--- config.mk ---
export PLATFORM = sky130hd
export DESIGN_NAME = dlef_flags
export DESIGN_NICKNAME = d
export VERILOG_FILES = /design/src/pkg/dlef_pkg.sv /design/src/dlef_flags.sv
export SDC_FILE = /design/constraint.sdc
export NUM_CORES = 1
export LEC_CHECK = 0
export ABC_CLOCK_PERIOD_IN_PS = 2300
export BUFFER_PORTS_ARGS = -buffer_cell sky130_fd_sc_hd__buf_2
export CAP_MARGIN = 20
export CORE_UTILIZATION = 45
export CTS_CLUSTER_DIAMETER = 40
export DETAILED_ROUTE_END_ITERATION = 16
export PLACE_DENSITY = 0.83
export SYNTH_ARGS = -nofsm -noshare
export SYNTH_HDL_FRONTEND = slang
export SYNTH_SLANG_ARGS = --single-unit
--- constraint.sdc ---
create_clock -name clk -period 2.3 [get_ports clk]
set_clock_uncertainty 0.2 [all_clocks]
set_input_delay 0.23 -clock clk [delete_from_list [all_inputs] [get_ports clk]]
set_output_delay 0.23 -clock clk [all_outputs]
set_load 0.02 [all_outputs]
--- src/pkg/dlef_pkg.sv ---
package dlef_pkg;
    // Bit positions in the low status byte
    localparam int unsigned OVR_BIT = 4;
    localparam int unsigned NRS_BIT = 3;
    localparam int unsigned RIV_BIT = 2;
    localparam logic [7:0] SUBST_BYTE = 8'hee;
    localparam logic [7:0] ZERO_BYTE = 8'h00;
    // Free-cycle wait limit in core clock cycles
    localparam int unsigned STEAL_TIMEOUT = 512;
    localparam int unsigned TMO_W = 10;
    localparam logic [TMO_W-1:0] TMO_ZERO = 10'h000;
    localparam logic [TMO_W-1:0] TMO_ONE = 10'h001;
    localparam logic [TMO_W-1:0] TMO_LAST = 10'(STEAL_TIMEOUT - 1);

    typedef enum logic [1:0]
    {
        ACC_IDLE = 2'b00,
        ACC_WAIT = 2'b01,
        ACC_BUSY = 2'b10
    } dlef_acc_t;
endpackage

--- src/dlef_flags.sv ---
// Notes on behaviour
// - Set overrun when a new command arrives before the current one completes.
// - With acknowledge on, host pulling pin low during pending acknowledge sets overrun.
// - While overrun is set, all debug internal accesses are suppressed.
// - Host resynchronisation pulse clears overrun; host must send it to recover.
// - With acknowledge on and stealing off, no free cycle in 512 sets no-response.
// - Acknowledge off or stealing on: unfinished access at retrieval, or unfinished write at next command, sets no-response.
// - Memory or pc-sample access in stop with continue-in-stop clear sets no-response.
// - Timeout, retrieval or next-command cases abort the access unless wait-stretch holds it; stop cases never start it.
// - Enter-debug command in wait sets no-response, not aborted, completes on wait exit.
// - In wait, each later CPU register access sets no-response again if cleared.
// - Any command while awaiting return from wait sets no-response.
// - Single-step while entering wait with controller enabled sets no-response.
// - While no-response is set, every data byte of that access reads 0xEE.
// - Writing one to bit 3 or bit 2 clears only that flag.
// - Debug read hitting an ECC error sets read-invalid.
// - A read-invalid read still returns the actual data read.
// - Stealing clear with acknowledge waits for a free cycle; set uses the next cycle.
// - Continue-in-stop clear keeps only the serial clock in stop; set keeps all.
// - Overrun set: later acknowledges are long once a whole byte follows the edge.
`timescale 1ns/1ps
`default_nettype none
module dlef_flags
    import dlef_pkg::*;
(
    // Clock and reset
    input wire logic clk,
    input wire logic nrst,
    // Host link events, from the serial decoder
    input wire logic cmd_start,
    input wire logic cmd_is_enter_debug,
    input wire logic cmd_is_cpu_reg,
    input wire logic cmd_is_step,
    input wire logic cmd_is_mem,
    input wire logic cmd_is_pc_sample,
    input wire logic host_pin_low,
    input wire logic ack_pending,
    input wire logic byte_received,
    input wire logic resync_pulse,
    input wire logic retrieve_start,
    // Controls
    input wire logic ack_enable,
    input wire logic steal_enable,
    input wire logic continue_in_stop_ctrl,
    input wire logic controller_enable,
    // Core status
    input wire logic stop_mode,
    input wire logic wait_mode,
    input wire logic wait_return_pending,
    input wire logic entering_wait,
    // Internal access port
    input wire logic acc_req,
    input wire logic acc_write,
    input wire logic bus_free,
    input wire logic acc_done,
    input wire logic ecc_error,
    input wire logic external_wait_stretch,
    input wire logic [7:0] rd_data,
    output logic acc_go,
    output logic acc_abort,
    output logic enter_debug_req,
    // Status byte access
    input wire logic status_wr,
    input wire logic [7:0] status_wdata,
    output logic [7:0] debug_status_low,
    // Data returned toward the host
    output logic [7:0] host_data,
    output logic long_ack
);
    typedef struct packed
    {
        logic overrun_flag;
        logic no_response_flag;
        logic read_invalid_flag;
        logic ovr_from_edge;
        logic ovr_byte_seen;
        logic enter_pending;
        logic abort_pending;
        logic acc_write_q;
        dlef_acc_t acc;
        logic [TMO_W-1:0] tmo;
        logic [7:0] host_data;
    } dlef_state_t;

    dlef_state_t st;
    dlef_state_t next_st;

    logic busy;
    logic set_ovr;
    logic set_nrs;
    logic kill;
    logic stop_block;

    always_comb
    begin
        next_st = st;
        busy = (st.acc != ACC_IDLE);
        // Immediate mode is acknowledge off or stealing on
        stop_block = stop_mode && !continue_in_stop_ctrl && (cmd_is_mem || cmd_is_pc_sample);
        set_ovr = (cmd_start && busy)
            || (ack_enable && host_pin_low && ack_pending);
        set_nrs = 1'b0;
        kill = 1'b0;
        if (busy && ack_enable && !steal_enable && st.acc == ACC_WAIT && st.tmo == TMO_LAST)
        begin
            set_nrs = 1'b1;
            kill = 1'b1;
        end
        if (busy && (!ack_enable || steal_enable)
            && (retrieve_start || (cmd_start && st.acc_write_q)))
        begin
            set_nrs = 1'b1;
            kill = 1'b1;
        end
        if (acc_req && stop_block)
        begin
            set_nrs = 1'b1;
        end
        if (cmd_start && cmd_is_enter_debug && wait_mode)
        begin
            set_nrs = 1'b1;
            next_st.enter_pending = 1'b1;
        end
        if (cmd_start && cmd_is_cpu_reg && wait_mode)
        begin
            set_nrs = 1'b1;
        end
        if (cmd_start && wait_return_pending)
        begin
            set_nrs = 1'b1;
        end
        if (cmd_start && cmd_is_step && controller_enable && entering_wait)
        begin
            set_nrs = 1'b1;
        end
        if (st.enter_pending && !wait_mode)
        begin
            next_st.enter_pending = 1'b0;
        end
        // Access sequencing; overrun blocks new starts
        case (st.acc)
            ACC_IDLE:
            begin
                next_st.tmo = TMO_ZERO;
                if (acc_req && !st.overrun_flag && !stop_block)
                begin
                    next_st.acc_write_q = acc_write;
                    next_st.acc = (ack_enable && !steal_enable) ? ACC_WAIT : ACC_BUSY;
                end
            end
            ACC_WAIT:
            begin
                next_st.tmo = st.tmo + TMO_ONE;
                if (bus_free)
                begin
                    next_st.acc = ACC_BUSY;
                end
            end
            ACC_BUSY:
            begin
                if (acc_done)
                begin
                    next_st.acc = ACC_IDLE;
                    next_st.host_data = st.no_response_flag ? SUBST_BYTE : rd_data;
                    if (!st.acc_write_q && ecc_error)
                    begin
                        next_st.read_invalid_flag = 1'b1;
                    end
                end
            end
            default:
            begin
                next_st.acc = ACC_IDLE;
            end
        endcase
        // Stretched external access aborts only after release
        if (kill || st.abort_pending)
        begin
            if (external_wait_stretch && st.acc == ACC_BUSY)
            begin
                next_st.abort_pending = 1'b1;
            end
            else
            begin
                next_st.abort_pending = 1'b0;
                next_st.acc = ACC_IDLE;
                next_st.host_data = SUBST_BYTE;
            end
        end
        // Host clears first, then hardware sets win
        if (status_wr && status_wdata[NRS_BIT])
        begin
            next_st.no_response_flag = 1'b0;
        end
        if (status_wr && status_wdata[RIV_BIT])
        begin
            next_st.read_invalid_flag = 1'b0;
        end
        if (set_nrs)
        begin
            next_st.no_response_flag = 1'b1;
        end
        if (st.acc == ACC_BUSY && acc_done && !st.acc_write_q && ecc_error)
        begin
            next_st.read_invalid_flag = 1'b1;
        end
        if (resync_pulse)
        begin
            next_st.overrun_flag = 1'b0;
            next_st.ovr_from_edge = 1'b0;
            next_st.ovr_byte_seen = 1'b0;
        end
        else if (byte_received && st.ovr_from_edge)
        begin
            next_st.ovr_byte_seen = 1'b1;
        end
        if (set_ovr)
        begin
            next_st.overrun_flag = 1'b1;
            if (!st.overrun_flag)
            begin
                next_st.ovr_from_edge = !(cmd_start && busy);
                next_st.ovr_byte_seen = 1'b0;
            end
        end
    end

    always_ff @(posedge clk or negedge nrst)
    begin
        if (!nrst)
        begin
            st <= '0;
        end
        else
        begin
            st <= next_st;
        end
    end

    always_comb
    begin
        debug_status_low = ZERO_BYTE;
        debug_status_low[OVR_BIT] = st.overrun_flag;
        debug_status_low[NRS_BIT] = st.no_response_flag;
        debug_status_low[RIV_BIT] = st.read_invalid_flag;
    end

    assign acc_go = (st.acc == ACC_BUSY) && !st.overrun_flag && !st.abort_pending;
    assign acc_abort = (kill || st.abort_pending) && !(external_wait_stretch && st.acc == ACC_BUSY);
    assign enter_debug_req = st.enter_pending && !wait_mode;
    assign host_data = st.host_data;
    // Edge-caused overrun holds off the long ack so it cannot collide with host bits
    assign long_ack = st.overrun_flag && (!st.ovr_from_edge || st.ovr_byte_seen);
endmodule // dlef_flags
`default_nettype wire

[Word level (Yosys, flattened, before mapping)]
Cells that the tools add are included.
Storage, ports and cells
  bits in registers: 28
  bits of input ports: 44
  output and inout bits: 20
  word-level logic and storage cells: 117
Operators by class
  add/subtract/negate cells: 1
  equality and inequality tests: 3
  multiplexer cells: 37
  reduce and logical (&&, ||, !) cells: 65
Operators by type and width (number)
  2-to-1 mux 8 bit: 5
  logical AND 1 bit: 37
  2-to-1 mux 1 bit: 22
  case mux 10 bit (2 select lines): 1
  2-to-1 mux 2 bit: 8
  logical NOT 1 bit: 11
  adder 10 x 1 -> 10 bit (second input constant): 1
  == test 10 x 9 -> 1 bit (second input constant): 1
  nonzero test 2 bit: 5
  nonzero test 3 bit: 3
  logical OR 1 bit: 6
  case mux 2 bit (3 select lines): 1
  AND reduction 3 bit: 1
  == test 2 x 1 -> 1 bit (second input constant): 1
  == test 2 bit (second input constant): 1
  logical NOT 2 bit: 1
  AND reduction 2 bit: 1

[Depth between registers and ports, before layout]
  depth after elaboration: 13
  gate-level depth with buffers: 7
  gate-level depth less buffers: 6

[Least setup slack after synthesis]
Ideal clock, no wire load.
  kind: register -> output
  from: register st[8] (netlist name)
  to: output port acc_abort
  arrival: 1.412 ns
  data required time: 1.870 ns
  slack: 0.458 ns
  stages on the path, launching flop included: 7
  buffers on the path: 1
  path through: dfrtp_1 -> ha_1 -> and3_1 -> clkbuf_1 -> nand4_4 -> a22o_2 -> inv_2
On the way
  longest elaborated chain between the ends: 6
Ends and longest elaborated chain
  start, declared: RTL line dlef_flags.sv:85  | dlef_state_t st;
  start signal, assigned: RTL line dlef_flags.sv:236  | st <= next_st;
  == test 10 x 9 -> 1 bit: RTL line dlef_flags.sv:104  | if (busy && ack_enable && !steal_enable && st.acc == ACC_WAIT && st.tmo == TMO_LAST)
  logical AND 1 bit: RTL line dlef_flags.sv:104
  2-to-1 mux 1 bit: RTL line dlef_flags.sv:104
  2-to-1 mux 1 bit: RTL line dlef_flags.sv:109  | if (busy && (!ack_enable || steal_enable)
  logical OR 1 bit: RTL line dlef_flags.sv:249  | assign acc_abort = (kill || st.abort_pending) && !(external_wait_stretch && st.acc == ACC_BUSY);
  logical AND 1 bit: RTL line dlef_flags.sv:249
  end, declared: RTL line dlef_flags.sv:60  | output logic acc_abort,
Every way passes these cells.

[Worst setup path in the final report]
  from: input port acc_req
  to: register st (netlist bit debug_status_low[3])
On the way
  longest elaborated chain between the ends: 7
  elaborated cells on any way between the ends: 8
  classes of those cells: mux: 6; reduce/logical: 2
Ends and longest elaborated chain
  start, declared: RTL line dlef_flags.sv:52  | input wire logic acc_req,
  logical AND 1 bit (*): RTL line dlef_flags.sv:115  | if (acc_req && stop_block)
  2-to-1 mux 1 bit (*): RTL line dlef_flags.sv:115
  2-to-1 mux 1 bit (*): RTL line dlef_flags.sv:119  | if (cmd_start && cmd_is_enter_debug && wait_mode)
  2-to-1 mux 1 bit (*): RTL line dlef_flags.sv:124  | if (cmd_start && cmd_is_cpu_reg && wait_mode)
  2-to-1 mux 1 bit (*): RTL line dlef_flags.sv:128  | if (cmd_start && wait_return_pending)
  2-to-1 mux 1 bit (*): RTL line dlef_flags.sv:132  | if (cmd_start && cmd_is_step && controller_enable && entering_wait)
  2-to-1 mux 1 bit / nonzero test 2 bit (equally long branches)
Mark *: on every way between the ends. The rest lies on a longest branch, timed or not.
A chain may end at the register's enable or synchronous reset.

==> flow_summary.html <==
<table>
<tr><th>Metric</th><th>Value</th></tr>
<tr><th colspan="2">Global route</th></tr>
<tr><td>Maximum number of pins on one net before global-route repair</td><td>29</td></tr>
<tr><td>First-pass GRT wire length</td><td>roughly 5.6 mm</td></tr>
<tr><td>Initial antenna violation count</td><td>0</td></tr>
<tr><td>Number of global-route vias before repair</td><td>between 1k and 1.5k</td></tr>
<tr><td>Congestion Overflow GR</td><td>0</td></tr>
<tr><td>Global-route usage over all layers</td><td>21.12%</td></tr>
<tr><th colspan="2">Synthesis</th></tr>
<tr><td>Synthesized area divided by synthesized cell count</td><td>a little over 9 sq um</td></tr>
<tr><td>Count of distinct cell types in the synthesized netlist</td><td>42</td></tr>
<tr><td>Flop and latch count out of synthesis</td><td>28</td></tr>
<tr><td>Count of mapped cells out of synthesis</td><td>166</td></tr>
<tr><td>Fraction of the yosys area taken by sequential cells</td><td>a little under half</td></tr>
<tr><td>Syn Std Cell Area</td><td>about 1600 sq um</td></tr>
<tr><td>Yosys warnings</td><td>0</td></tr>
<tr><th colspan="2">STA</th></tr>
<tr><td>Worst slew margin relative to its limit</td><td>59.92%</td></tr>
<tr><td>Number of endpoints with negative hold slack in the final report</td><td>0</td></tr>
<tr><td>Peak Freq</td><td>0.4514 GHz</td></tr>
<tr><td>Final setup viols</td><td>0</td></tr>
<tr><td>Final number of max-transition violations</td><td>0</td></tr>
<tr><td>Time the final worst path needs with I/O delays and setup</td><td>about 2.2 ns</td></tr>
<tr><td>Total negative setup slack</td><td>0 ns</td></tr>
<tr><td>Final setup slack of the worst path</td><td>~0.085 ns</td></tr>
<tr><td>Setup repair after global routing missed its margin</td><td>false</td></tr>
<tr><td>Final Cycle Share</td><td>96.32%</td></tr>
<tr><td>Transition time at the pin with the least slew margin</td><td>between 0.6 and 0.7 ns</td></tr>
<tr><td>Fin Hold WS</td><td>roughly 0.032 ns</td></tr>
<tr><th colspan="2">Layout</th></tr>
<tr><td>Area delta synth-&gt;final</td><td>33.44%</td></tr>
<tr><td>Commonest cells after routing, fill and taps aside</td><td>buf_2, dfrtp_1, dlygate4sd3_1</td></tr>
<tr><td>Number of nets in the finished design</td><td>roughly 280</td></tr>
<tr><td>Number of standard cells in the layout, taps in and fillers out</td><td>between 200 and 300</td></tr>
<tr><td>Fraction of layout cells with a size suffix above 1</td><td>around a third</td></tr>
<tr><td>Final std cell area, no fill</td><td>between 2000 and 2500 sq um</td></tr>
<tr><td>Leading cell type in the layout, fill and taps excluded</td><td>buf_2</td></tr>
<tr><td>Number of diodes added for antenna fixing</td><td>0</td></tr>
<tr><td>Fillers</td><td>around 260</td></tr>
<tr><th colspan="2">Die</th></tr>
<tr><td>Width of the die</td><td>60.74 microns</td></tr>
<tr><td>Starting density of the core</td><td>between 40% and 50%</td></tr>
<tr><td>Core Box Area</td><td>3153 sq um</td></tr>
<tr><td>Row cnt</td><td>20</td></tr>
<tr><td>Die Span Y</td><td>a little over 60 microns</td></tr>
<tr><td>Io pins</td><td>64</td></tr>
<tr><td>Full die area</td><td>approximately 3700 sq um</td></tr>
<tr><th colspan="2">Detailed routing</th></tr>
<tr><td>Final routed DRC violation total</td><td>0</td></tr>
<tr><td>Detailed-router iteration count before antenna repair</td><td>4</td></tr>
<tr><td>Via total after detailed routing</td><td>around 1.4k</td></tr>
<tr><td>Average vias per placed instance</td><td>about 5.2</td></tr>
<tr><td>Wire length after detailed routing</td><td>around 3.7 mm</td></tr>
<tr><td>Routed Antenna Nets</td><td>0</td></tr>
<tr><td>Average wire per cell in the routed design</td><td>roughly 13 microns</td></tr>
<tr><td>First-iteration detailed-routing DRC count</td><td>47</td></tr>
<tr><th colspan="2">Setup path</th></tr>
<tr><td>Data arrival time of the critical path</td><td>between 2 and 2.5 ns</td></tr>
<tr><td>Setup crit end kind</td><td>register</td></tr>
<tr><td>Startpoint of the worst setup timing path</td><td>acc_req</td></tr>
<tr><td>Reg-to-reg critical path endpoint</td><td>debug_status_low[3]</td></tr>
<tr><td>R2r worst-path depth</td><td>4</td></tr>
<tr><td>Capture point of the worst path</td><td>debug_status_low[3]</td></tr>
<tr><td>Register-to-register setup slack</td><td>approximately 0.1 ns</td></tr>
<tr><td>Crit start category</td><td>input port</td></tr>
<tr><td>Required arrival time at the worst endpoint</td><td>approximately 2.3 ns</td></tr>
<tr><td>Startpoint of the worst-slack reg-to-reg timing path</td><td>debug_status_low[3]</td></tr>
<tr><td>Setup Crit Path Kind</td><td>in -&gt; reg</td></tr>
<tr><td>Critical path peak fanout</td><td>2</td></tr>
<tr><th colspan="2">Clocking</th></tr>
<tr><td>Clk buf depth</td><td>2</td></tr>
<tr><td>Clk root buf</td><td>clkbuf_4</td></tr>
<tr><td>Clock slew at the register clock pins of the worst setup and hold paths</td><td>0.15 ns</td></tr>
<tr><td>Clock tree from TritonCTS</td><td>done</td></tr>
<tr><td>Number of levels the H-tree was split into</td><td>1</td></tr>
<tr><td>Clock insertion delay at the later pin of the skew report</td><td>around 0.34 ns</td></tr>
<tr><td>Clock sink total</td><td>28</td></tr>
<tr><td>Total clock buffers created by CTS</td><td>3</td></tr>
<tr><th colspan="2">Placement</th></tr>
<tr><td>Routability congestion estimate from global placement</td><td>around 0.84</td></tr>
<tr><td>Worst setup timing slack at the placement stage</td><td>~0.34 ns</td></tr>
<tr><td>Count of input and output buffers</td><td>52</td></tr>
<tr><td>Placed Cells incl. Taps</td><td>approximately 250</td></tr>
<tr><td>Dpl hpwl</td><td>2.409 mm</td></tr>
<tr><td>Post-place instance area</td><td>around 1800 sq um</td></tr>
<tr><th colspan="2">Power</th></tr>
<tr><td>Peak ir drop on the vdd network</td><td>495.1 uV</td></tr>
<tr><td>Power per cell area</td><td>approximately 800 nW/um^2</td></tr>
<tr><td>Internal Dissipation</td><td>roughly 0.0010 W</td></tr>
<tr><td>Leakage power figure</td><td>between 0.9 and 1 nW</td></tr>
<tr><td>Combinational Power Share</td><td>roughly two fifths</td></tr>
<tr><td>Sequential power share</td><td>between 40% and 50%</td></tr>
<tr><td>Clock power share</td><td>19.5%</td></tr>
<tr><td>P_sw</td><td>0.0006160 W</td></tr>
<tr><td>Switching fraction of total power</td><td>between 30 and 40%</td></tr>
<tr><th colspan="2">Outcome</th></tr>
<tr><td>Result of the run</td><td>finished clean</td></tr>
<tr><th colspan="2">Hold path</th></tr>
<tr><td>Classification of the worst-slack hold path</td><td>in -&gt; reg</td></tr>
<tr><th colspan="2">Job</th></tr>
<tr><td>Maxcap violations</td><td>0</td></tr>
</table>
==> power groups by stage <==
stage | logic, W | registers [W] | clock network, W
final | 0.000664 | 0.000676 | 0.000324
after global routing | 0.000730 | 0.000689 | 0.000356
after CTS | 0.000642 | 0.000668 | 0.000328
after detailed placement | 0.000585 | 0.000678 | 0
after global placement | 0.000576 | 0.000672 | 0
after floorplan | 0.000494 | 0.000646 | 0
==> sequential cells by signal, indices dropped and copies added, names as in the netlist <==
name              cells
st                   17
host_data             8
debug_status_low      3
==> cell usage after synthesis <==
library cell,number,share of area (%)
a2111oi_4,1,1.8
a211oi_1,2,0.97
a21o_1,1,0.48
a21oi_1,7,2.3
a222oi_1,1,0.64
a22o_1,1,0.56
a22o_2,1,0.64
a22oi_1,1,0.48
a2bb2oi_1,1,0.56
a31oi_1,1,0.40
a31oi_2,1,0.81
a32o_1,1,0.64
a32oi_1,2,1.1
and2_1,1,0.40
and2b_2,1,0.56
and3_1,3,1.2
and4_1,1,0.56
and4bb_2,1,0.81
buf_1,1,0.24
buf_2,1,0.32
buf_4,16,7.7
clkbuf_1,2,0.48
clkbuf_2,1,0.32
conb_1,1,0.24
dfrtp_1,28,45
ha_1,1,0.81
inv_1,6,1.5
inv_2,1,0.24
mux2_2,2,1.5
nand2_1,12,2.9
nand2b_1,1,0.40
nand3_1,5,1.6
nand3b_1,2,0.97
nand4_1,3,1.2
nand4_4,1,1.4
nor2_1,14,3.4
nor2b_1,7,2.8
nor3_1,7,2.3
nor3b_1,1,0.48
o21ai_0,20,6.4
or2_4,2,1.1
xor2_1,3,1.7
==> layer usage <==
layer	up-vias	track usage [%]	wire [microns]	share of wire (%)
li1	695	-	-	-
met3	7	4.264	164	4.5
met5	-	0	0	0
met4	0	8.442	53	1.4
met2	45	37.05	1864	51
met1	682	25.41	1577	43
==> through the flow <==
stage	power (W)	utilization, %
3_3_place_gp	0.001248	55.71
5_1_grt	0.001775	65.71
4_1_cts	0.001638	64.09
6_report	0.001664	65.71
3_5_place_dp	0.001264	55.71
2_1_floorplan	0.001140	-
==> critical path, stage by stage <==
cell           delay, ns
dlygate4sd3_1       0.54
buf_2               0.13
a32oi_1             0.15
dlygate4sd3_1       0.57
nand4_1             0.08
dlygate4sd3_1       0.56
==> how the worst min path moves through the flow <==
stage	start	end	slack (ns)	cells past startpoint
after floorplan	nrst	debug_status_low[2]	-0.27	0
after global placement	nrst	st[10]	0.08	1
after detailed placement	nrst	st[10]	0.08	1
after CTS	rd_data[3]	host_data[3]	0.004	3
after global routing	bus_free	st[18]	0.03	3
final	bus_free	st[18]	0.03	3
==> kinds of logic (layout without fill, tap and decap cells) <==
family	after synthesis	after routing	synth area share, %
xor+xnor	3	3	1.692
simple gates	62	62	22.08
compound gates	41	41	17.81
other cells	1	5	0.2415
flops	28	28	45.12
mux	2	2	1.450
fa+ha+maj	1	1	0.8057
buf+inv	28	90	10.80
==> repair_timing <==
action	in CTS	in global routing
buffers inserted	0	3
setup endpoints to repair	1	1
hold buffers	21	1
resized for setup	1	6
endpoints found under the hold margin	42	1
==> layout make-up <==
cell class                      count  area (sq um)  share of cell area [%]
Multi-Input combinational cell    114         716.9                   34.60
Sequential cell                    28         703.2                   33.94
Timing Repair Buffer               79         518.0                   25.00
Tap cell                           44         55.05                   2.657
Clock inverter                      1         30.03                   1.449
Inverter                            7         26.28                   1.268
Clock buffer                        3         22.52                   1.087
No activity file was read; power rests on OpenSTA's default activity.
